## config.mk

```make
export PLATFORM = sky130hd
export DESIGN_NAME = ucbs_uart
export DESIGN_NICKNAME = d
export VERILOG_FILES = /design/src/verilog/ucbs_pkg.sv /design/src/verilog/ucbs_fifo.sv /design/src/verilog/ucbs_uart.sv
export VERILOG_INCLUDE_DIRS = /design/src /design/src/verilog
export SDC_FILE = /design/constraint.sdc
export NUM_CORES = 1
export LEC_CHECK = 0
export BUFFER_PORTS_ARGS = -buffer_cell sky130_fd_sc_hd__buf_2
export CORE_MARGIN = 2
export CORE_UTILIZATION = 55
export DETAILED_ROUTE_END_ITERATION = 12
export PLACE_DENSITY = 0.8
export SLEW_MARGIN = 0
export SYNTH_ARGS = -nofsm -noshare
export SYNTH_HDL_FRONTEND = slang
export SYNTH_SLANG_ARGS = --single-unit
export TNS_END_PERCENT = 50
```

## constraint.sdc

```tcl
create_clock -name sys_clk_in -period 4.3 [get_ports sys_clk_in]
set_clock_uncertainty 0.1 [all_clocks]
set_input_delay 0.215 -clock sys_clk_in [delete_from_list [all_inputs] [get_ports sys_clk_in]]
set_output_delay 0.215 -clock sys_clk_in [all_outputs]
set_load 0.05 [all_outputs]
```

## src/verilog/ucbs_params.svh

```systemverilog
`ifndef UCBS_PARAMS_SVH
`define UCBS_PARAMS_SVH

// register byte addresses
`define UCBS_ADDR_MODE      16'hff70
`define UCBS_ADDR_DATA      16'hff71
`define UCBS_ADDR_STATUS    16'hff72
`define UCBS_ADDR_BAUD      16'hff76

// reset value of every register
`define UCBS_RESET_BYTE     8'h00

// writable bits of the mode and baud registers
`define UCBS_MODE_WMASK     8'hfe
`define UCBS_BAUD_WMASK     8'h7f

// status register field positions
`define UCBS_STAT_PE        2
`define UCBS_STAT_FE        1
`define UCBS_STAT_OVE       0

// baud generator field positions
`define UCBS_BAUD_PS_HI     6
`define UCBS_BAUD_PS_LO     4
`define UCBS_BAUD_DIV_HI    3
`define UCBS_BAUD_DIV_LO    0

// prescaler code for the external clock pin
`define UCBS_SRC_EXT        3'h0
// divider terminal count is k plus this
`define UCBS_DIV_TERM_OFS   5'h0f
// all-ones prescaler mask for m = 6
`define UCBS_PRESC_ONES     6'h3f

// frame bit counts
`define UCBS_FRAME_BASE     4'h2
`define UCBS_LEN7           4'h7
`define UCBS_LEN8           4'h8

// transmit fifo shape
`define UCBS_FIFO_WIDTH     8
`define UCBS_FIFO_DEPTH     16

`endif

```

## src/verilog/ucbs_pkg.sv

```systemverilog
`default_nettype none

package ucbs_pkg;

    typedef enum logic [1:0] {
        UCBS_PAR_NONE = 2'b00,
        UCBS_PAR_ZERO = 2'b01,
        UCBS_PAR_ODD  = 2'b10,
        UCBS_PAR_EVEN = 2'b11
    } ucbs_parity_t;

    // mode register layout, msb first
    typedef struct packed {
        logic         txe;
        logic         rxe;
        ucbs_parity_t par;
        logic         cl;
        logic         sl;
        logic         isrm;
        logic         rsvd;
    } ucbs_mode_t;

    typedef struct packed {
        logic        wr;
        logic        rd;
        logic        bit_op;
        logic [2:0]  bit_sel;
        logic [15:0] addr;
        logic [7:0]  wdata;
    } ucbs_cpu_req_t;

    typedef enum logic {
        UCBS_TX_IDLE  = 1'b0,
        UCBS_TX_SHIFT = 1'b1
    } ucbs_tx_state_t;

    typedef enum logic [1:0] {
        UCBS_RX_IDLE  = 2'b00,
        UCBS_RX_START = 2'b01,
        UCBS_RX_BITS  = 2'b10,
        UCBS_RX_DONE  = 2'b11
    } ucbs_rx_state_t;

endpackage

`default_nettype wire

```

## src/verilog/ucbs_fifo.sv

```systemverilog
`timescale 1ns/1ps
`default_nettype none

module ucbs_fifo #(
    parameter int WIDTH = 8,
    parameter int DEPTH = 16
) (
    input  wire logic             sys_clk_in,
    input  wire logic             reset_in,
    input  wire logic             in_valid_in,
    output logic                  in_ready_out,
    input  wire logic [WIDTH-1:0] in_data_in,
    output logic                  out_valid_out,
    input  wire logic             out_ready_in,
    output logic [WIDTH-1:0]      out_data_out
);

    localparam int AW = $clog2(DEPTH);

    logic [WIDTH-1:0] mem_q [DEPTH];
    logic [AW-1:0]    wr_ptr_q;
    logic [AW-1:0]    rd_ptr_q;
    logic [AW:0]      count_q;

    wire push = in_valid_in && in_ready_out;
    wire pop  = out_valid_out && out_ready_in;

    assign in_ready_out  = (count_q != (AW+1)'(DEPTH));
    assign out_valid_out = (count_q != '0);
    assign out_data_out  = mem_q[rd_ptr_q];

    always_ff @(posedge sys_clk_in) begin
        if (push) begin
            mem_q[wr_ptr_q] <= in_data_in;
        end
    end

    always_ff @(posedge sys_clk_in or posedge reset_in) begin
        if (reset_in) begin
            wr_ptr_q <= '0;
            rd_ptr_q <= '0;
            count_q  <= '0;
        end else begin
            if (push) begin
                wr_ptr_q <= (wr_ptr_q == AW'(DEPTH - 1)) ? '0 : wr_ptr_q + 1'b1;
            end
            if (pop) begin
                rd_ptr_q <= (rd_ptr_q == AW'(DEPTH - 1)) ? '0 : rd_ptr_q + 1'b1;
            end
            if (push && !pop) begin
                count_q <= count_q + 1'b1;
            end else if (pop && !push) begin
                count_q <= count_q - 1'b1;
            end
        end
    end

endmodule

`default_nettype wire

```

## src/verilog/ucbs_uart.sv

```systemverilog
`timescale 1ns/1ps
`default_nettype none
`include "ucbs_params.svh"

module ucbs_uart (
    input  wire logic                   sys_clk_in,
    input  wire logic                   reset_in,
    input  wire ucbs_pkg::ucbs_cpu_req_t cpu_req_in,
    output logic [7:0]                  cpu_rdata_out,
    output logic                        cpu_rvalid_out,
    output logic                        cpu_tx_ready_out,
    input  wire logic                   serial_in_pin_in,
    output logic                        serial_out_pin_out,
    output logic                        serial_out_pin_oe_out,
    input  wire logic                   external_baud_clock_pin_in,
    output logic                        transmit_done_interrupt_out,
    output logic                        receive_done_interrupt_out
);

    ////////////////////////////////////////////////////////////////////////
    // registers and cpu access

    logic [7:0] mode_q;
    logic [7:0] mode_d;
    logic [7:0] baud_q;
    logic [7:0] baud_d;
    logic [7:0] status_q;
    logic [7:0] status_d;
    logic [7:0] rx_buf_q;
    logic       unread_q;
    logic [7:0] rdata_q;
    logic       rvalid_q;

    ucbs_pkg::ucbs_mode_t mode_w;
    assign mode_w = ucbs_pkg::ucbs_mode_t'(mode_q);

    wire hit_mode   = (cpu_req_in.addr == `UCBS_ADDR_MODE);
    wire hit_data   = (cpu_req_in.addr == `UCBS_ADDR_DATA);
    wire hit_status = (cpu_req_in.addr == `UCBS_ADDR_STATUS);
    wire hit_baud   = (cpu_req_in.addr == `UCBS_ADDR_BAUD);

    wire wr_mode  = cpu_req_in.wr && hit_mode;
    // baud and data take whole-byte writes only
    wire wr_baud  = cpu_req_in.wr && hit_baud && !cpu_req_in.bit_op;
    wire wr_data  = cpu_req_in.wr && hit_data && !cpu_req_in.bit_op;
    wire rd_data  = cpu_req_in.rd && hit_data;

    // single-bit write merges into the current byte
    wire [7:0] bit_mask  = 8'h01 << cpu_req_in.bit_sel;
    wire [7:0] mode_bitw = cpu_req_in.wdata[0] ? (mode_q | bit_mask)
                                               : (mode_q & ~bit_mask);
    wire [7:0] mode_new  = cpu_req_in.bit_op ? mode_bitw : cpu_req_in.wdata;

    // bit 0 held at zero so the reserved bit always reads back as zero
    // reserved bit masked
    assign mode_d = wr_mode ? (mode_new & `UCBS_MODE_WMASK) : mode_q;
    assign baud_d = wr_baud ? (cpu_req_in.wdata & `UCBS_BAUD_WMASK) : baud_q;

    // status has no write path at all
    // read by bit or byte
    wire [7:0] rd_byte = hit_mode   ? mode_q   :
                         hit_data   ? rx_buf_q :
                         hit_status ? status_q :
                         hit_baud   ? baud_q   : 8'h00;
    wire [7:0] rd_bit  = {7'h00, rd_byte[cpu_req_in.bit_sel]};
    wire [7:0] rdata_d = cpu_req_in.bit_op ? rd_bit : rd_byte;

    always_ff @(posedge sys_clk_in or posedge reset_in) begin
        if (reset_in) begin
            mode_q   <= `UCBS_RESET_BYTE;
            baud_q   <= `UCBS_RESET_BYTE;
            rdata_q  <= 8'h00;
            rvalid_q <= 1'b0;
        end else begin
            mode_q   <= mode_d;
            baud_q   <= baud_d;
            rvalid_q <= cpu_req_in.rd;
            if (cpu_req_in.rd) begin
                rdata_q <= rdata_d;
            end
        end
    end

    assign cpu_rdata_out  = rdata_q;
    assign cpu_rvalid_out = rvalid_q;

    ////////////////////////////////////////////////////////////////////////
    // baud rate generator

    wire [2:0] presc_sel = baud_q[`UCBS_BAUD_PS_HI:`UCBS_BAUD_PS_LO];
    wire [3:0] div_k     = baud_q[`UCBS_BAUD_DIV_HI:`UCBS_BAUD_DIV_LO];
    wire [4:0] div_term  = {1'b0, div_k} + `UCBS_DIV_TERM_OFS;

    logic [5:0] presc_q;
    logic       ext_prev_q;
    logic [4:0] bgc_q;
    logic       tx_phase_q;

    // m = code - 1, tick when the low m bits are all ones
    wire [2:0] presc_m    = presc_sel - 3'h1;
    wire [5:0] presc_mask = ~(`UCBS_PRESC_ONES << presc_m);
    wire       int_tick   = ((presc_q & presc_mask) == presc_mask);
    wire       ext_tick   = external_baud_clock_pin_in && !ext_prev_q;

    wire src_tick  = (presc_sel == `UCBS_SRC_EXT) ? ext_tick : int_tick;
    wire half_tick = src_tick && (bgc_q == div_term);
    // one bit spans two divider periods
    wire bit_tick  = half_tick && tx_phase_q;

    always_ff @(posedge sys_clk_in or posedge reset_in) begin
        if (reset_in) begin
            presc_q    <= 6'h00;
            ext_prev_q <= 1'b0;
            bgc_q      <= 5'h00;
            tx_phase_q <= 1'b0;
        end else begin
            presc_q    <= presc_q + 6'h01;
            ext_prev_q <= external_baud_clock_pin_in;
            if (src_tick) begin
                bgc_q <= half_tick ? 5'h00 : bgc_q + 5'h01;
            end
            if (half_tick) begin
                tx_phase_q <= !tx_phase_q;
            end
        end
    end

    ////////////////////////////////////////////////////////////////////////
    // transmit fifo

    logic       fifo_out_valid;
    logic [7:0] fifo_out_data;
    logic       fifo_pop;

    ucbs_fifo #(
        .WIDTH (`UCBS_FIFO_WIDTH),
        .DEPTH (`UCBS_FIFO_DEPTH)
    ) u_tx_fifo (
        .sys_clk_in    (sys_clk_in),
        .reset_in      (reset_in),
        .in_valid_in   (wr_data),
        .in_ready_out  (cpu_tx_ready_out),
        .in_data_in    (cpu_req_in.wdata),
        .out_valid_out (fifo_out_valid),
        .out_ready_in  (fifo_pop),
        .out_data_out  (fifo_out_data)
    );

    ////////////////////////////////////////////////////////////////////////
    // transmitter

    ucbs_pkg::ucbs_tx_state_t tx_state_q;
    logic [11:0]              tx_frame_q;
    logic [3:0]               tx_left_q;
    logic                     tx_done_q;

    wire par_on = (mode_w.par != ucbs_pkg::UCBS_PAR_NONE);

    // bit 7 dropped in seven-bit mode
    wire [7:0] tx_data = mode_w.cl ? fifo_out_data
                                   : {1'b0, fifo_out_data[6:0]};

    // parity bit from data ones count
    wire tx_par = (mode_w.par == ucbs_pkg::UCBS_PAR_EVEN) ? (^tx_data) :
                  (mode_w.par == ucbs_pkg::UCBS_PAR_ODD)  ? ~(^tx_data) :
                  1'b0;
    wire tx_pbit = par_on ? tx_par : 1'b1;

    wire [11:0] tx_frame_d = mode_w.cl
                           ? {2'b11, tx_pbit, tx_data, 1'b0}
                           : {3'b111, tx_pbit, tx_data[6:0], 1'b0};

    // stop count adds to frame length
    wire [3:0] tx_len = `UCBS_FRAME_BASE
                      + (mode_w.cl ? `UCBS_LEN8 : `UCBS_LEN7)
                      + {3'h0, par_on} + {3'h0, mode_w.sl};

    wire tx_start = (tx_state_q == ucbs_pkg::UCBS_TX_IDLE) && mode_w.txe
                  && fifo_out_valid && bit_tick;
    wire tx_last  = (tx_state_q == ucbs_pkg::UCBS_TX_SHIFT) && bit_tick
                  && (tx_left_q == 4'h1);

    assign fifo_pop = tx_start;

    always_ff @(posedge sys_clk_in or posedge reset_in) begin
        if (reset_in) begin
            tx_state_q <= ucbs_pkg::UCBS_TX_IDLE;
            tx_frame_q <= 12'hfff;
            tx_left_q  <= 4'h0;
            tx_done_q  <= 1'b0;
        end else begin
            tx_done_q <= 1'b0;
            unique case (tx_state_q)
                ucbs_pkg::UCBS_TX_IDLE: begin
                    if (tx_start) begin
                        tx_frame_q <= tx_frame_d;
                        tx_left_q  <= tx_len;
                        tx_state_q <= ucbs_pkg::UCBS_TX_SHIFT;
                    end
                end
                ucbs_pkg::UCBS_TX_SHIFT: begin
                    if (bit_tick) begin
                        tx_frame_q <= {1'b1, tx_frame_q[11:1]};
                        tx_left_q  <= tx_left_q - 4'h1;
                    end
                    if (tx_last) begin
                        tx_done_q  <= 1'b1;
                        tx_state_q <= ucbs_pkg::UCBS_TX_IDLE;
                    end
                end
            endcase
        end
    end

    assign serial_out_pin_out          = tx_frame_q[0];
    assign serial_out_pin_oe_out       = mode_w.txe;
    assign transmit_done_interrupt_out = tx_done_q;

    ////////////////////////////////////////////////////////////////////////
    // receiver

    ucbs_pkg::ucbs_rx_state_t rx_state_q;
    logic [9:0]               rx_bits_q;
    logic [3:0]               rx_idx_q;
    logic [4:0]               rx_cnt_q;
    logic                     rx_phase_q;
    logic                     rx_prev_q;
    logic                     rx_irq_q;

    // own half-bit timer, restarted at the start edge for centring
    wire rx_half = src_tick && (rx_cnt_q == div_term);
    wire rx_samp = rx_half && rx_phase_q;

    wire rx_fall = rx_prev_q && !serial_in_pin_in;

    // data, parity and first stop only
    wire [3:0] rx_need = (mode_w.cl ? `UCBS_LEN8 : `UCBS_LEN7)
                       + {3'h0, par_on};

    // bit 7 zero in seven-bit mode
    wire [7:0] rx_data = mode_w.cl ? rx_bits_q[7:0]
                                   : {1'b0, rx_bits_q[6:0]};
    wire rx_pbit = mode_w.cl ? rx_bits_q[8] : rx_bits_q[7];
    wire rx_stop = par_on ? (mode_w.cl ? rx_bits_q[9] : rx_bits_q[8])
                          : (mode_w.cl ? rx_bits_q[8] : rx_bits_q[7]);
    wire rx_ones = (^rx_data) ^ rx_pbit;

    wire rx_pe = (mode_w.par == ucbs_pkg::UCBS_PAR_EVEN) ? rx_ones :
                 (mode_w.par == ucbs_pkg::UCBS_PAR_ODD)  ? ~rx_ones :
                 1'b0;
    wire rx_fe = !rx_stop;
    wire rx_err = rx_pe || rx_fe;
    wire rx_fin = (rx_state_q == ucbs_pkg::UCBS_RX_DONE);

    always_ff @(posedge sys_clk_in or posedge reset_in) begin
        if (reset_in) begin
            rx_state_q <= ucbs_pkg::UCBS_RX_IDLE;
            rx_bits_q  <= 10'h000;
            rx_idx_q   <= 4'h0;
            rx_cnt_q   <= 5'h00;
            rx_phase_q <= 1'b0;
            rx_prev_q  <= 1'b1;
        end else begin
            rx_prev_q <= serial_in_pin_in;
            if (src_tick) begin
                rx_cnt_q <= rx_half ? 5'h00 : rx_cnt_q + 5'h01;
            end
            if (rx_half) begin
                rx_phase_q <= !rx_phase_q;
            end
            unique case (rx_state_q)
                ucbs_pkg::UCBS_RX_IDLE: begin
                    if (mode_w.rxe && rx_fall) begin
                        rx_cnt_q   <= 5'h00;
                        rx_phase_q <= 1'b0;
                        rx_state_q <= ucbs_pkg::UCBS_RX_START;
                    end
                end
                ucbs_pkg::UCBS_RX_START: begin
                    // half bit later: centre of start
                    if (rx_half) begin
                        // next sample a full bit on, not half
                        rx_phase_q <= 1'b0;
                        rx_idx_q   <= 4'h0;
                        rx_state_q <= serial_in_pin_in
                                    ? ucbs_pkg::UCBS_RX_IDLE
                                    : ucbs_pkg::UCBS_RX_BITS;
                    end
                end
                ucbs_pkg::UCBS_RX_BITS: begin
                    if (rx_samp) begin
                        rx_bits_q[rx_idx_q] <= serial_in_pin_in;
                        rx_idx_q <= rx_idx_q + 4'h1;
                        if (rx_idx_q == rx_need) begin
                            rx_state_q <= ucbs_pkg::UCBS_RX_DONE;
                        end
                    end
                end
                ucbs_pkg::UCBS_RX_DONE: begin
                    rx_state_q <= ucbs_pkg::UCBS_RX_IDLE;
                end
            endcase
            if (!mode_w.rxe) begin
                rx_state_q <= ucbs_pkg::UCBS_RX_IDLE;
            end
        end
    end

    ////////////////////////////////////////////////////////////////////////
    // receive buffer and error status

    // a read in the same cycle already took the old byte
    wire rx_ove = unread_q && !rd_data;

    always_comb begin
        status_d = status_q;
        if (rx_fin) begin
            status_d[`UCBS_STAT_PE]  = rx_pe;
            status_d[`UCBS_STAT_FE]  = rx_fe;
            status_d[`UCBS_STAT_OVE] = rx_ove;
        end
        status_d[7:3] = 5'h00;
    end

    always_ff @(posedge sys_clk_in or posedge reset_in) begin
        if (reset_in) begin
            status_q <= `UCBS_RESET_BYTE;
            rx_buf_q <= 8'h00;
            unread_q <= 1'b0;
            rx_irq_q <= 1'b0;
        end else begin
            status_q <= status_d;
            if (rx_fin) begin
                rx_buf_q <= rx_data;
            end
            // completion beats a simultaneous read
            unread_q <= rx_fin || (unread_q && !rd_data);
            rx_irq_q <= rx_fin && !(rx_err && mode_w.isrm);
        end
    end

    assign receive_done_interrupt_out = rx_irq_q;

endmodule

`default_nettype wire

```

==> metrics list, run 1 <==
- The run finished with clean final reports.
- Clock share of power: 0.436
- In this run the static leakage power is 4.70 nW.
- Clock insertion delay at the later pin of the skew report: 0.51 ns
- Post-cts repair resize count: 0
- For this block, the initial DRC count from the detailed router was 595.
* Highest achievable clock rate: 266 MHz
* Number of I/O pins: 48
* Routability cong.: 0.854
- Summed over all instances, the cell type with the most area after synthesis is edfxtp_1.
- The first global-routing pass estimated 35100 um of wire.
- Across every metal layer, demand over resource in global routing totals 0.222.
- Of the synthesized area, sequential elements account for 0.594.
- Hold Crit Class: input port to flip-flop
* Rows: 51
- Number of nets with antenna violations after routing: 0
- STA puts the critical path data required time at 4.60 ns.
- In the finished design, the share of the clock period the worst path needs comes to 0.876.
- In the synthesized netlist, the cells that appear most often are edfxtp_1, dfrtp_1, nand2_1.
* Routed length per placed instance: 19.1 um
- The internal portion of the total power is 3.54 mW.
- Category of the worst setup path launch point: flip-flop
- Crit path max fanout: 6
- TritonCTS Sinks: 229
- Syn Nets: 883
- Capture point of the worst reg-to-reg path: u_tx_fifo.count_q[4]$_DFFE_PP0P_
- Walking the worst path, the cells encountered are inv_1 > ha_1 > nor3b_1 > xor2_1 > nand4_1 > nor4_1 > inv_1 > ha_1 > inv_1 > ha_1 > a21o_1 > a21oi_1 > xnor2_1 > nor2_1 > xor2_1.
* Clock-pin slew on the worst setup and hold paths: 0.06 ns
* Area share of the leading cell type in the synthesized netlist: 0.358
- Clock tree root driver cell: clkbuf_16
* CTS Buf Count: 24
* Detailed-route vias per instance: 5.78
* Stage delay of the slowest cell on the critical path: 0.49 ns
* Post CTS Setup Buffer Count: 0
- Post-Route Hold Slack: 0.0214 ns
* Number of max-slew violations in the final report: 0
- The smallest clock period supported by the final layout is computed as 3.77 ns.
* H-tree level count: 1
* Max capacitance violation total: 0
* Sw power: 0.947 mW
- The routed design has 22200 um of wire.
* Setup repair after global routing missed its margin: no
* Number of distinct library cells after synthesis: 63
- Most used flip-flop cell after synthesis: edfxtp_1
* Library cell contributing the largest single delay on the critical path: nor4_1
* Logic pwr share: 0.041
* Detailed-route DRC error count: 0
- Headroom to the max-slew limit: 0.409
* Quantity of I/O buffers inserted on ports: 47
* P per Cell Area: 372 nW/um2
- Initial Utilization: 0.556
- After synthesis the netlist holds a flip-flop and latch count of 229.
- Mapped Area: 10800 um2
- Maximum VDD drop: 0.333 mV
* Width of the die: 144 um
* Final setup violation count: 0
- Number of enable flip-flop cells after synthesis: 128
- Pin count of the biggest net entering global routing: 60
- The average instance in the mapped netlist occupies 13.1 um2.
- Launching instance or port of the critical path: baud_q[0]$_DFFE_PP0P_
* Summed negative setup slack over all endpoints: 0 ns
- The clock passes through at most 3 buffers.
- Critical path endpoint category: flip-flop
- Reg-to-Reg Start: baud_q[0]$_DFFE_PP0P_
* Synthesized netlist cell count: 818
- Hold wc startpoint: cpu_req_in[26]
- Worst Reg-to-Reg Cells: 15
* Synth area leaders: edfxtp_1, dfrtp_1, mux4_2
* Final Hold Viols: 0
* Switching power as a share of total power: 0.211
* Yosys warning count: 0
- TritonCTS built the clock tree.
* Estimated wirelength of the detail-placed design: 15000 um
- Proportion of layout cells with a drive suffix above 1: 0.185
- Worst hold path depth: 3
- After global routing the overflow that remains totals 0.
- The area growth from synthesis to layout is 12.2%.
- Number of search-and-repair iterations in the first detailed-routing pass: 7
- 0 antenna diodes ended up in the layout.
- The floorplan step set the die height to 144 um.
- Of the total power, registers draw 0.523.
- The initial antenna violation count came to 0.
- The via count of the first global-routing pass was 6524.
- For the pin with the worst max-slew slack, the measured transition is 0.884 ns.
* CP Class: flip-flop to flip-flop
* Share of flip-flops with an asynchronous set or reset after synthesis: 0.441
* Core region area: 19300 um2
- The final layout contains 941 nets.
- Crit path DAT: 4.06 ns
- For this design, the CTS-stage hold fixing added 6 buffers.
- Reg2reg setup slack: 0.53 ns
- Sink of the worst hold path: cpu_rdata_out[0]$_DFFE_PP0P_
- The routed layout has 6698 vias.
- The floorplan step defined a die boundary enclosing 20700 um2.
* Most frequent cell after synthesis: edfxtp_1
==> cell usage in the layout, fill, tap and decap left out, types with 30 or more instances in the layout <==
cell type	instances
edfxtp_1	128
dfrtp_1	90
nand2_1	66
o21ai_0	51
nor2_1	47
buf_2	47
a21oi_1	46
inv_1	37
nand3_1	30
==> layer usage <==
metal | vias to the layer above | track usage | wire length (um)
li1 | 3138 | - | -
met1 | 3305 | 0.307 | 9530
met2 | 209 | 0.366 | 10900
met3 | 46 | 0.0307 | 1170
met4 | 0 | 0.0728 | 609
met5 | - | 0 | 0
==> kinds of logic (layout without fill, tap and decap cells) <==
group,after synthesis,in the layout,synth area share
buffers and inverters,76,152,0.0311
DFF,229,229,0.594
and+or+nand+nor,227,227,0.108
xor gates and xnor gates,47,47,0.0410
muxes,66,66,0.107
AOI/OAI and AO/OA,142,142,0.0822
adders and majority gates,31,31,0.0375
==> metrics by stage <==
step / setup WS (ns) / instance area (um2) / instances / util / total power, mW
floorplan: 0.905 / 10800 / 818 / - / 2.50
global placement: 0.681 / 11300 / 1109 / 0.582 / 2.56
detailed placement: 0.570 / 11300 / 1109 / 0.582 / 2.57
CTS: 0.558 / 12100 / 1159 / 0.624 / 4.52
global route: 0.221 / 12100 / 1159 / 0.624 / 4.62
finish: 0.535 / 12100 / 1159 / 0.624 / 4.48
==> flip-flops by register name, indices dropped and copies added (netlist names), 5 cells and up, named ones only <==
register	cells
tx_frame_q	10
rx_bits_q	10
baud_q	7
rx_cnt_q	5
bgc_q	5
cpu_rdata_out	8
u_tx_fifo.count_q	5
presc_q	6
u_tx_fifo.mem_q	128
rx_buf_q	8
==> critical path, delay by kind of cell (launching register included) <==
family / cells / cell delay, ns
XOR/XNOR: 3 / 0.44
adder cells (fa/ha/maj): 3 / 0.79
flip-flops: 1 / 0.44
AO/OA/AOI/OAI: 2 / 0.35
buffers and inverters: 3 / 0.49
AND/OR/NAND/NOR: 4 / 1.03
==> cell type report <==
cell class	instances	area, um2
repair buffers	69	415
multi-input cells	513	4030
flip-flops and latches	229	6380
well taps	265	332
clock inverters	11	96.3
inverters	39	149
clock buffers	33	654
fillers	1420	7270
==> power groups by stage <==
stage,Combinational (mW),Sequential [mW],Clock (mW)
floorplan,0.113,2.39,0
global placement,0.177,2.39,0
detailed placement,0.179,2.39,0
CTS,0.185,2.35,1.99
global route,0.203,2.35,2.07
finish,0.183,2.35,1.96
==> worst max path at each step <==
stage                                       endpoint  slack (ns)  cells past startpoint
floorplan           u_tx_fifo.count_q[4]$_DFFE_PP0P_        0.91                     15
global placement    u_tx_fifo.count_q[4]$_DFFE_PP0P_        0.68                     15
detailed placement  u_tx_fifo.count_q[4]$_DFFE_PP0P_        0.57                     15
CTS                 u_tx_fifo.count_q[4]$_DFFE_PP0P_        0.56                     15
global route        u_tx_fifo.count_q[4]$_DFFE_PP0P_        0.22                     15
finish              u_tx_fifo.count_q[4]$_DFFE_PP0P_        0.53                     15
Note: power is estimated with default switching activity, not from simulation.
==> run 2, diff against run 1 <==
--- a/config.mk
+++ b/config.mk
@@ -6,7 +6,7 @@
 export SDC_FILE = /design/constraint.sdc
 export NUM_CORES = 1
 export LEC_CHECK = 0
-export BUFFER_PORTS_ARGS = -buffer_cell sky130_fd_sc_hd__buf_2
+export BUFFER_PORTS_ARGS = -buffer_cell sky130_fd_sc_hd__buf_4
 export CORE_MARGIN = 2
 export CORE_UTILIZATION = 55
 export DETAILED_ROUTE_END_ITERATION = 12
==> constraint.sdc (replaced) <==
create_clock -name sys_clk_in -period 4.3 [get_ports sys_clk_in]
set_clock_uncertainty 0.1 [all_clocks]
set_input_delay 0.645 -clock sys_clk_in [delete_from_list [all_inputs] [get_ports sys_clk_in]]
set_output_delay 0.645 -clock sys_clk_in [all_outputs]
set_load 0.05 [all_outputs]
==> run 2 against run 1 <==
- worst setup slack worse by 0.046 ns
- critical path depth stayed put
- utilization is 0.67 points higher
- register-to-register slack worse by 0.05 ns
- hold slack worse by 0.012 ns
- sequential share of layout area is 0.56 points lower
- die area stayed put
- final area is 1.1% higher
- total power is 0.85% higher
- first-iteration DRC count is 9.6% higher
- critical path type unchanged
- highest routed layer unchanged
==> metrics list, run 2 (synthesis results as in run 1) <==
- The overall power is 4.52 mW (was 4.48 mW).
* Clock insertion delay at the later pin of the skew report: 0.52 ns (was 0.51 ns)
- Hold-fix buffers at CTS: 0 (was 6)
- The peak supply drop was 0.276 mV (was 0.333 mV).
* Top flop regs: u_tx_fifo.mem_q x128, rx_bits_q x10, tx_frame_q x10 (unchanged)
- The startpoint of the worst register-to-register path is baud_q[0]$_DFFE_PP0P_ (unchanged).
* Library cell contributing the largest single delay on the critical path: nor4_1 (unchanged)
* H-tree level count: 1 (unchanged)
- Pin count of the biggest net entering global routing: 42 (was 60)
- The cell family contributing the most delay on the critical path is simple AND/OR/NAND/NOR gates (unchanged).
- The horizontal extent of the die came to 144 um (unchanged).
* Number of antenna violations at the first check in global routing: 0 (unchanged)
- The depth of the worst register-to-register path is 15 (unchanged).
- Commonest non-fill, non-tap cells in the layout: edfxtp_1, dfrtp_1, buf_4 (was edfxtp_1, dfrtp_1, nand2_1)
- Reg2reg setup slack: 0.49 ns (was 0.53 ns)
- Detailed-route DRC error count: 0 (unchanged)
- The routed via count divided by cell count was 5.88 (was 5.78).
- The number of failing setup endpoints in the final timing report was 0 (unchanged).
- Status: finished clean (unchanged)
* CTS Buf Count: 24 (unchanged)
- Number of max-slew violations in the final report: 0 (unchanged)
- Leftover overflow at the end of global routing: 0 (unchanged)
- The post-layout minimum cycle time came to 3.81 ns (was 3.77 ns).
* TritonCTS Sinks: 229 (unchanged)
- The number of inserted filler cells in the final layout is 1397 (was 1420).
- Setup repair after global routing missed its margin: no (unchanged)
* Core region area: 19300 um2 (unchanged)
- Final Hold Viols: 0 (unchanged)
- Area of the die: 20700 um2 (unchanged)
- Die Y-Extent: 144 um (unchanged)
* Required time of the critical path: 4.59 ns (was 4.60 ns)
* Post-cts repair resize count: 0 (unchanged)
* First-pass GRT wire length: 35900 um (was 35100 um)
* Headroom to the max-slew limit: 0.393 (was 0.409)
- The fraction of layout instances using a drive strength above 1 was 0.192 (was 0.185).
- The peak per-stage delay on the critical path was 0.45 ns (was 0.49 ns).
* Routed length per placed instance: 19.7 um (was 19.1 um)
* Final WL: 22900 um (was 22200 um)
- Antenna cells: 0 (unchanged)
- Summed negative setup slack over all endpoints: 0 ns (unchanged)
- Post CTS Setup Buffer Count: 0 (unchanged)
- Initial Utilization: 0.556 (unchanged)
- The count of TritonRoute iterations in the first routing pass came to 9 (was 7).
- The power density relative to cell area was 371 nW/um2 (was 372 nW/um2).
- Rows: 51 (unchanged)
* Estimated wirelength of the detail-placed design: 15100 um (was 15000 um)
- The via count of the first global-routing pass is 6732 (was 6524).
- Crit path max fanout: 6 (unchanged)
- The register name with the most flops was u_tx_fifo.mem_q (unchanged).
- Clock-pin slew on the worst setup and hold paths: 0.07 ns (was 0.06 ns)
- DRC violation total after the first TritonRoute iteration: 652 (was 595)
- The final weighted congestion in routability-driven placement was 0.851 (was 0.854).
- Flip-flop count of the largest register after layout: 128 (unchanged)
* Nets@finish: 943 (was 941)
* Hold Crit Class: input port to asynchronous set/reset pin (was input port to flip-flop)
- The commonest non-fill, non-tap cell in the layout is edfxtp_1 (unchanged).
* Critical path endpoint category: flip-flop (unchanged)
* Via count: 6831 (was 6698)
* Worst Tran Pin Value: 0.910 ns (was 0.884 ns)
- The CTS tree is built (unchanged).
- The total leakage power is 4.75 nW (was 4.70 nW).
- The reported max-cap violation count was 0 (unchanged).
* Final critical-path share of the clock period: 0.886 (was 0.876)
* Highest achievable clock rate: 262 MHz (was 266 MHz)
- The data arrival at the endpoint of the critical path is 4.10 ns (was 4.06 ns).
- The count of buffering cells on the critical path with inverters included was 3 (unchanged).
- Cell chain of the critical path: inv_1 > ha_1 > nor3b_1 > xor2_1 > nand4_1 > nor4_1 > inv_1 > ha_1 > inv_1 > ha_1 > a21o_1 > a21oi_1 > xnor2_1 > nor2_1 > xor2_1 (unchanged)
- Number of nets with antenna violations after routing: 0 (unchanged)
- Number of I/O pins: 48 (unchanged)
- Quantity of I/O buffers inserted on ports: 47 (unchanged)
* Overall routing resource usage: 0.226 (was 0.222)
- Clock tree root driver cell: clkbuf_16 (unchanged)
- CP Class: flip-flop to flip-flop (unchanged)
- Capture point of the worst reg-to-reg path: u_tx_fifo.count_q[4]$_DFFE_PP0P_ (unchanged)
- Clock tree buffer depth: 3 (unchanged)
- The post-synthesis to final-layout area growth came to 13.4% (was 12.2%).
* Category of the worst setup path launch point: flip-flop (unchanged)
run 2: changes by cell type in the layout (fill, tap and decap cells not counted), moves of 2 or more:
cell,previous run,this run
clkbuf_8,2,4
dlygate4sd3_1,6,0
buf_2,47,0
clkbuf_1,7,9
clkinv_2,7,4
buf_4,16,71
run 2: metrics by stage:
stage,std cells,instance area (um2),hold slack (ns),util,setup slack [ns]
after floorplan,818,10800,0.328,-,0.854
after global placement,1117,11400,0.340,0.591,0.723
after detailed placement,1117,11400,0.371,0.591,0.601
after CTS,1161,12200,0.00302,0.631,0.538
after global routing,1161,12200,0.0279,0.631,0.221
final,1161,12200,0.00904,0.631,0.488
run 2: power by group:
part / total, mW / internal, mW / switching, mW / leakage [nW]
Sequential: 2.35 / 2.34 / 0.0112 / 2.41
Combinational: 0.187 / 0.0752 / 0.112 / 1.97
Clock: 1.99 / 1.17 / 0.822 / 0.372
Total: 4.52 / 3.58 / 0.945 / 4.75
run 2: metal layers:
metal | vias to the layer above | wire length, um | track usage
li1 | 3141 | - | -
met5 | - | 0 | 0
met3 | 46 | 1610 | 0.0353
met4 | 0 | 517 | 0.0650
met2 | 297 | 11300 | 0.372
met1 | 3347 | 9450 | 0.314
run 2: worst register-to-register path, cell delays in order, from the launching register on:
cell and delay (ns):
dfrtp_1 0.43, inv_1 0.10, ha_1 0.23, nor3b_1 0.31
xor2_1 0.19, nand4_1 0.20, nor4_1 0.45, inv_1 0.26
ha_1 0.31, inv_1 0.14, ha_1 0.27, a21o_1 0.19
a21oi_1 0.18, xnor2_1 0.14, nor2_1 0.06, xor2_1 0.14
run 2: worst max-delay path by stage:
stage / end / cells past startpoint / slack, ns / start
floorplan: u_tx_fifo.count_q[4]$_DFFE_PP0P_ / 14 / 0.85 / cpu_req_in[11]
global placement: u_tx_fifo.count_q[4]$_DFFE_PP0P_ / 15 / 0.72 / baud_q[0]$_DFFE_PP0P_
detailed placement: u_tx_fifo.count_q[4]$_DFFE_PP0P_ / 15 / 0.60 / baud_q[0]$_DFFE_PP0P_
CTS: u_tx_fifo.count_q[4]$_DFFE_PP0P_ / 15 / 0.54 / baud_q[0]$_DFFE_PP0P_
global route: u_tx_fifo.count_q[4]$_DFFE_PP0P_ / 15 / 0.22 / baud_q[0]$_DFFE_PP0P_
finish: u_tx_fifo.count_q[4]$_DFFE_PP0P_ / 15 / 0.49 / baud_q[0]$_DFFE_PP0P_
run 2: area by class of cell:
class | instances | area, um2 | area share
repair buffers | 71 | 533 | 0.0437
clock inverters | 7 | 73.8 | 0.00605
flip-flops and latches | 229 | 6380 | 0.524
well taps | 265 | 332 | 0.0272
multi-input cells | 513 | 4030 | 0.331
clock buffers | 37 | 689 | 0.0565
inverters | 39 | 149 | 0.0122
==> run 3, diff against run 2 <==
--- a/config.mk
+++ b/config.mk
@@ -9,6 +9,7 @@
 export BUFFER_PORTS_ARGS = -buffer_cell sky130_fd_sc_hd__buf_4
 export CORE_MARGIN = 2
 export CORE_UTILIZATION = 55
+export CTS_BUF_LIST = sky130_fd_sc_hd__clkbuf_8
 export DETAILED_ROUTE_END_ITERATION = 12
 export PLACE_DENSITY = 0.8
 export SLEW_MARGIN = 0
==> run 3 against run 2 <==
- global-route usage fell by 0.35 points
- via count barely moved
- flip-flop and latch count did not move
- register-to-register slack barely moved
- utilization rose by 0.097 points
- final area rose by 0.15%
- worst setup slack got worse by 0.0088 ns
- first-iteration DRC count fell by 20%
- combinational power barely moved
- critical endpoint unchanged
- non-clock buffer count rose by 1
==> metrics list, run 3 (synthesis results as in run 1) <==
* Proportion of layout cells with a drive suffix above 1: 0.206 (was 0.192)
* Die Y-Extent: 144 um (unchanged)
* H-tree level count: 2 (was 1)
- The final weighted congestion in routability-driven placement was 0.851 (unchanged).
- The type of the worst setup path is flip-flop to flip-flop (unchanged).
- The kind of launch point of the worst setup path was a flip-flop (unchanged).
* Overall routing resource usage: 0.222 (was 0.226)
- The count of boundary I/O pins is 48 (unchanged).
- The area of placed instances was 11400 um2 (unchanged).
* Signed area change from the synthesized netlist to the final layout: 13.6% (was 13.4%)
- Clock period minus worst slack: 3.82 ns (was 3.81 ns)
* Final non-filler cell total: 1189 (was 1161)
* Cell area after layout: 12200 um2 (about the same)
* Initial Utilization: 0.556 (unchanged)
- The cell at the slowest stage of the critical path is nor4_1 (unchanged).
- The commonest non-fill, non-tap cell in the layout was edfxtp_1 (unchanged).
* Worst Tran Pin Value: 0.920 ns (was 0.910 ns)
- Via count: 6833 (was 6831)
- Final critical-path share of the clock period: 0.888 (was 0.886)
- Maximum VDD drop: 0.240 mV (was 0.276 mV)
- The fmax was 262 MHz (about the same).
- Crit path DAT: 4.12 ns (was 4.10 ns)
- Clock tree buffer depth: 3 (unchanged)
- Sequential cell area: 6380 um2 (unchanged)
- The number of nets with antenna violations after routing came to 0 (unchanged).
- The total leakage power is 4.83 nW (was 4.75 nW).
- The remaining design rule violation count is 0 (unchanged).
- Leftover overflow at the end of global routing: 0 (unchanged)
- The number of DRC violations after detailed-routing iteration 0 is 522 (was 652).
- Post CTS Setup Buffer Count: 0 (unchanged)
- Setup repair after global routing missed its margin: no (unchanged)
- CTS tree: built (unchanged)
- Area of the die: 20700 um2 (unchanged)
- Number of max-slew violations in the final report: 0 (unchanged)
* Vias in the first global route: 6804 (was 6732)
- The number of placed instances, taps included is 1117 (unchanged).
* Quantity of I/O buffers inserted on ports: 47 (unchanged)
- The clock-pin slew on the worst setup and hold paths was 0.06 ns (was 0.07 ns).
- The count of buffering cells on the critical path with inverters included is 3 (unchanged).
- Commonest non-fill, non-tap cells in the layout: edfxtp_1, dfrtp_1, buf_4 (unchanged).
- Number of antenna violations at the first check in global routing: 0 (unchanged)
* Clock tree root driver cell: clkbuf_8 (was clkbuf_16)
* Max capacitance violation total: 0 (unchanged)
* Flip-flop count of the largest register after layout: 128 (unchanged)
- Clock insertion delay at the later pin of the skew report: 0.54 ns (was 0.52 ns)
- Area of the multi-input gates: 4030 um2 (unchanged)
* Fill count: 1391 (was 1397)
- The worst max-slew margin expressed relative to the limit was 0.387 (was 0.393).
* Summed negative setup slack over all endpoints: 0 ns (unchanged)
- The peak per-stage delay on the critical path came to 0.45 ns (about the same).
* Routed length per placed instance: 18.6 um (was 19.7 um)
- The number of buffers created by CTS came to 39 (was 24).
* First-pass GRT wire length: 35100 um (was 35900 um)
- P per Cell Area: 361 nW/um2 (was 371 nW/um2)
* Hold Crit Class: input port to flip-flop (was input port to asynchronous set/reset pin)
* Critical path endpoint category: flip-flop (unchanged)
- The number of failing setup endpoints in the final timing report came to 0 (unchanged).
- Nets@finish: 959 (was 943)
- Largest delay contributor family on the critical path: simple AND/OR/NAND/NOR gates (unchanged)
- Required time of the critical path: 4.60 ns (was 4.59 ns)
- Width of the die: 144 um (unchanged)
- The placement row count came to 51 (unchanged).
- Cell chain of the critical path: inv_1 > ha_1 > nor3b_1 > xor2_1 > nand4_1 > nor4_1 > inv_1 > ha_1 > inv_1 > ha_1 > a21o_1 > a21oi_1 > xnor2_1 > nor2_1 > xor2_1 (unchanged)
- Post-cts repair resize count: 0 (unchanged)
* Antenna cells: 0 (unchanged)
* Largest register by flop count: u_tx_fifo.mem_q (unchanged)
- Core region area: 19300 um2 (unchanged)
* Crit path max fanout: 6 (unchanged)
- Top flop regs: u_tx_fifo.mem_q x128, rx_bits_q x10, tx_frame_q x10 (unchanged).
* Estimated wirelength of the detail-placed design: 15100 um (unchanged)
* Final WL: 22100 um (was 22900 um)
* Status: finished clean (unchanged)
- The maximum number of pins on one net before global-route repair is 42 (unchanged).
* TritonCTS Sinks: 229 (unchanged)
- The final-report hold violation count came to 0 (unchanged).
- The routed via count divided by cell count came to 5.75 (was 5.88).
- Number of search-and-repair iterations in the first detailed-routing pass: 6 (was 9)
-- run 3: power by group --
part           switching (mW)  internal, mW
clock network           0.856          1.02
logic                   0.110        0.0757
registers              0.0112          2.34
-- run 3: what timing repair did --
item,CTS,global route
hold buffers,1,0
setup endpoints to repair,0,0
endpoints found under the hold margin,3,0
-- run 3: per-layer routing --
layer	GRT usage	vias up	routed length, um
li1	-	3180	-
met1	0.307	3383	9380
met2	0.358	223	10800
met3	0.0400	47	1460
met4	0.0800	0	513
met5	0	-	0
-- run 3: final timing paths --
check                                      startpoint  slack, ns  cells past startpoint                                end
max in group asynchronous                    reset_in       2.68                      4              rx_cnt_q[3]$_DFF_PP0_
hold / removal             external_baud_clock_pin_in       0.15                      1               ext_prev_q$_DFF_PP0_
setup reg to reg                baud_q[0]$_DFFE_PP0P_       0.48                     15   u_tx_fifo.count_q[4]$_DFFE_PP0P_
min in group asynchronous                    reset_in       0.56                      3  u_tx_fifo.rd_ptr_q[2]$_DFFE_PP0P_
setup / recovery                baud_q[0]$_DFFE_PP0P_       0.48                     15   u_tx_fifo.count_q[4]$_DFFE_PP0P_
hold reg to reg               status_q[0]$_DFFE_PP0P_       0.38                      2            status_q[0]$_DFFE_PP0P_
-- run 3: layout make-up --
class,count,area share
well taps,265,0.0272
repair buffers,72,0.0445
flip-flops and latches,229,0.523
clock inverters,26,0.0125
multi-input cells,513,0.330
clock buffers,45,0.0507
inverters,39,0.0122
-- run 3: through the flow --
| step | power (mW) | utilization | setup WS (ns) | hold WS [ns] |
|---|---|---|---|---|
| after floorplan | 2.50 | - | 0.854 | 0.328 |
| after global placement | 2.57 | 0.591 | 0.723 | 0.340 |
| after detailed placement | 2.58 | 0.591 | 0.601 | 0.371 |
| after CTS | 4.46 | 0.632 | 0.523 | 0.118 |
| after global routing | 4.58 | 0.632 | 0.172 | 0.121 |
| final | 4.41 | 0.632 | 0.480 | 0.149 |
-- run 3: worst register-to-register path, cell delays in order (launching register included) --
cell and delay, ns:
dfrtp_1 0.44, inv_1 0.10, ha_1 0.23, nor3b_1 0.32
xor2_1 0.17, nand4_1 0.16, nor4_1 0.45, inv_1 0.27
ha_1 0.33, inv_1 0.15, ha_1 0.27, a21o_1 0.18
a21oi_1 0.19, xnor2_1 0.14, nor2_1 0.06, xor2_1 0.14
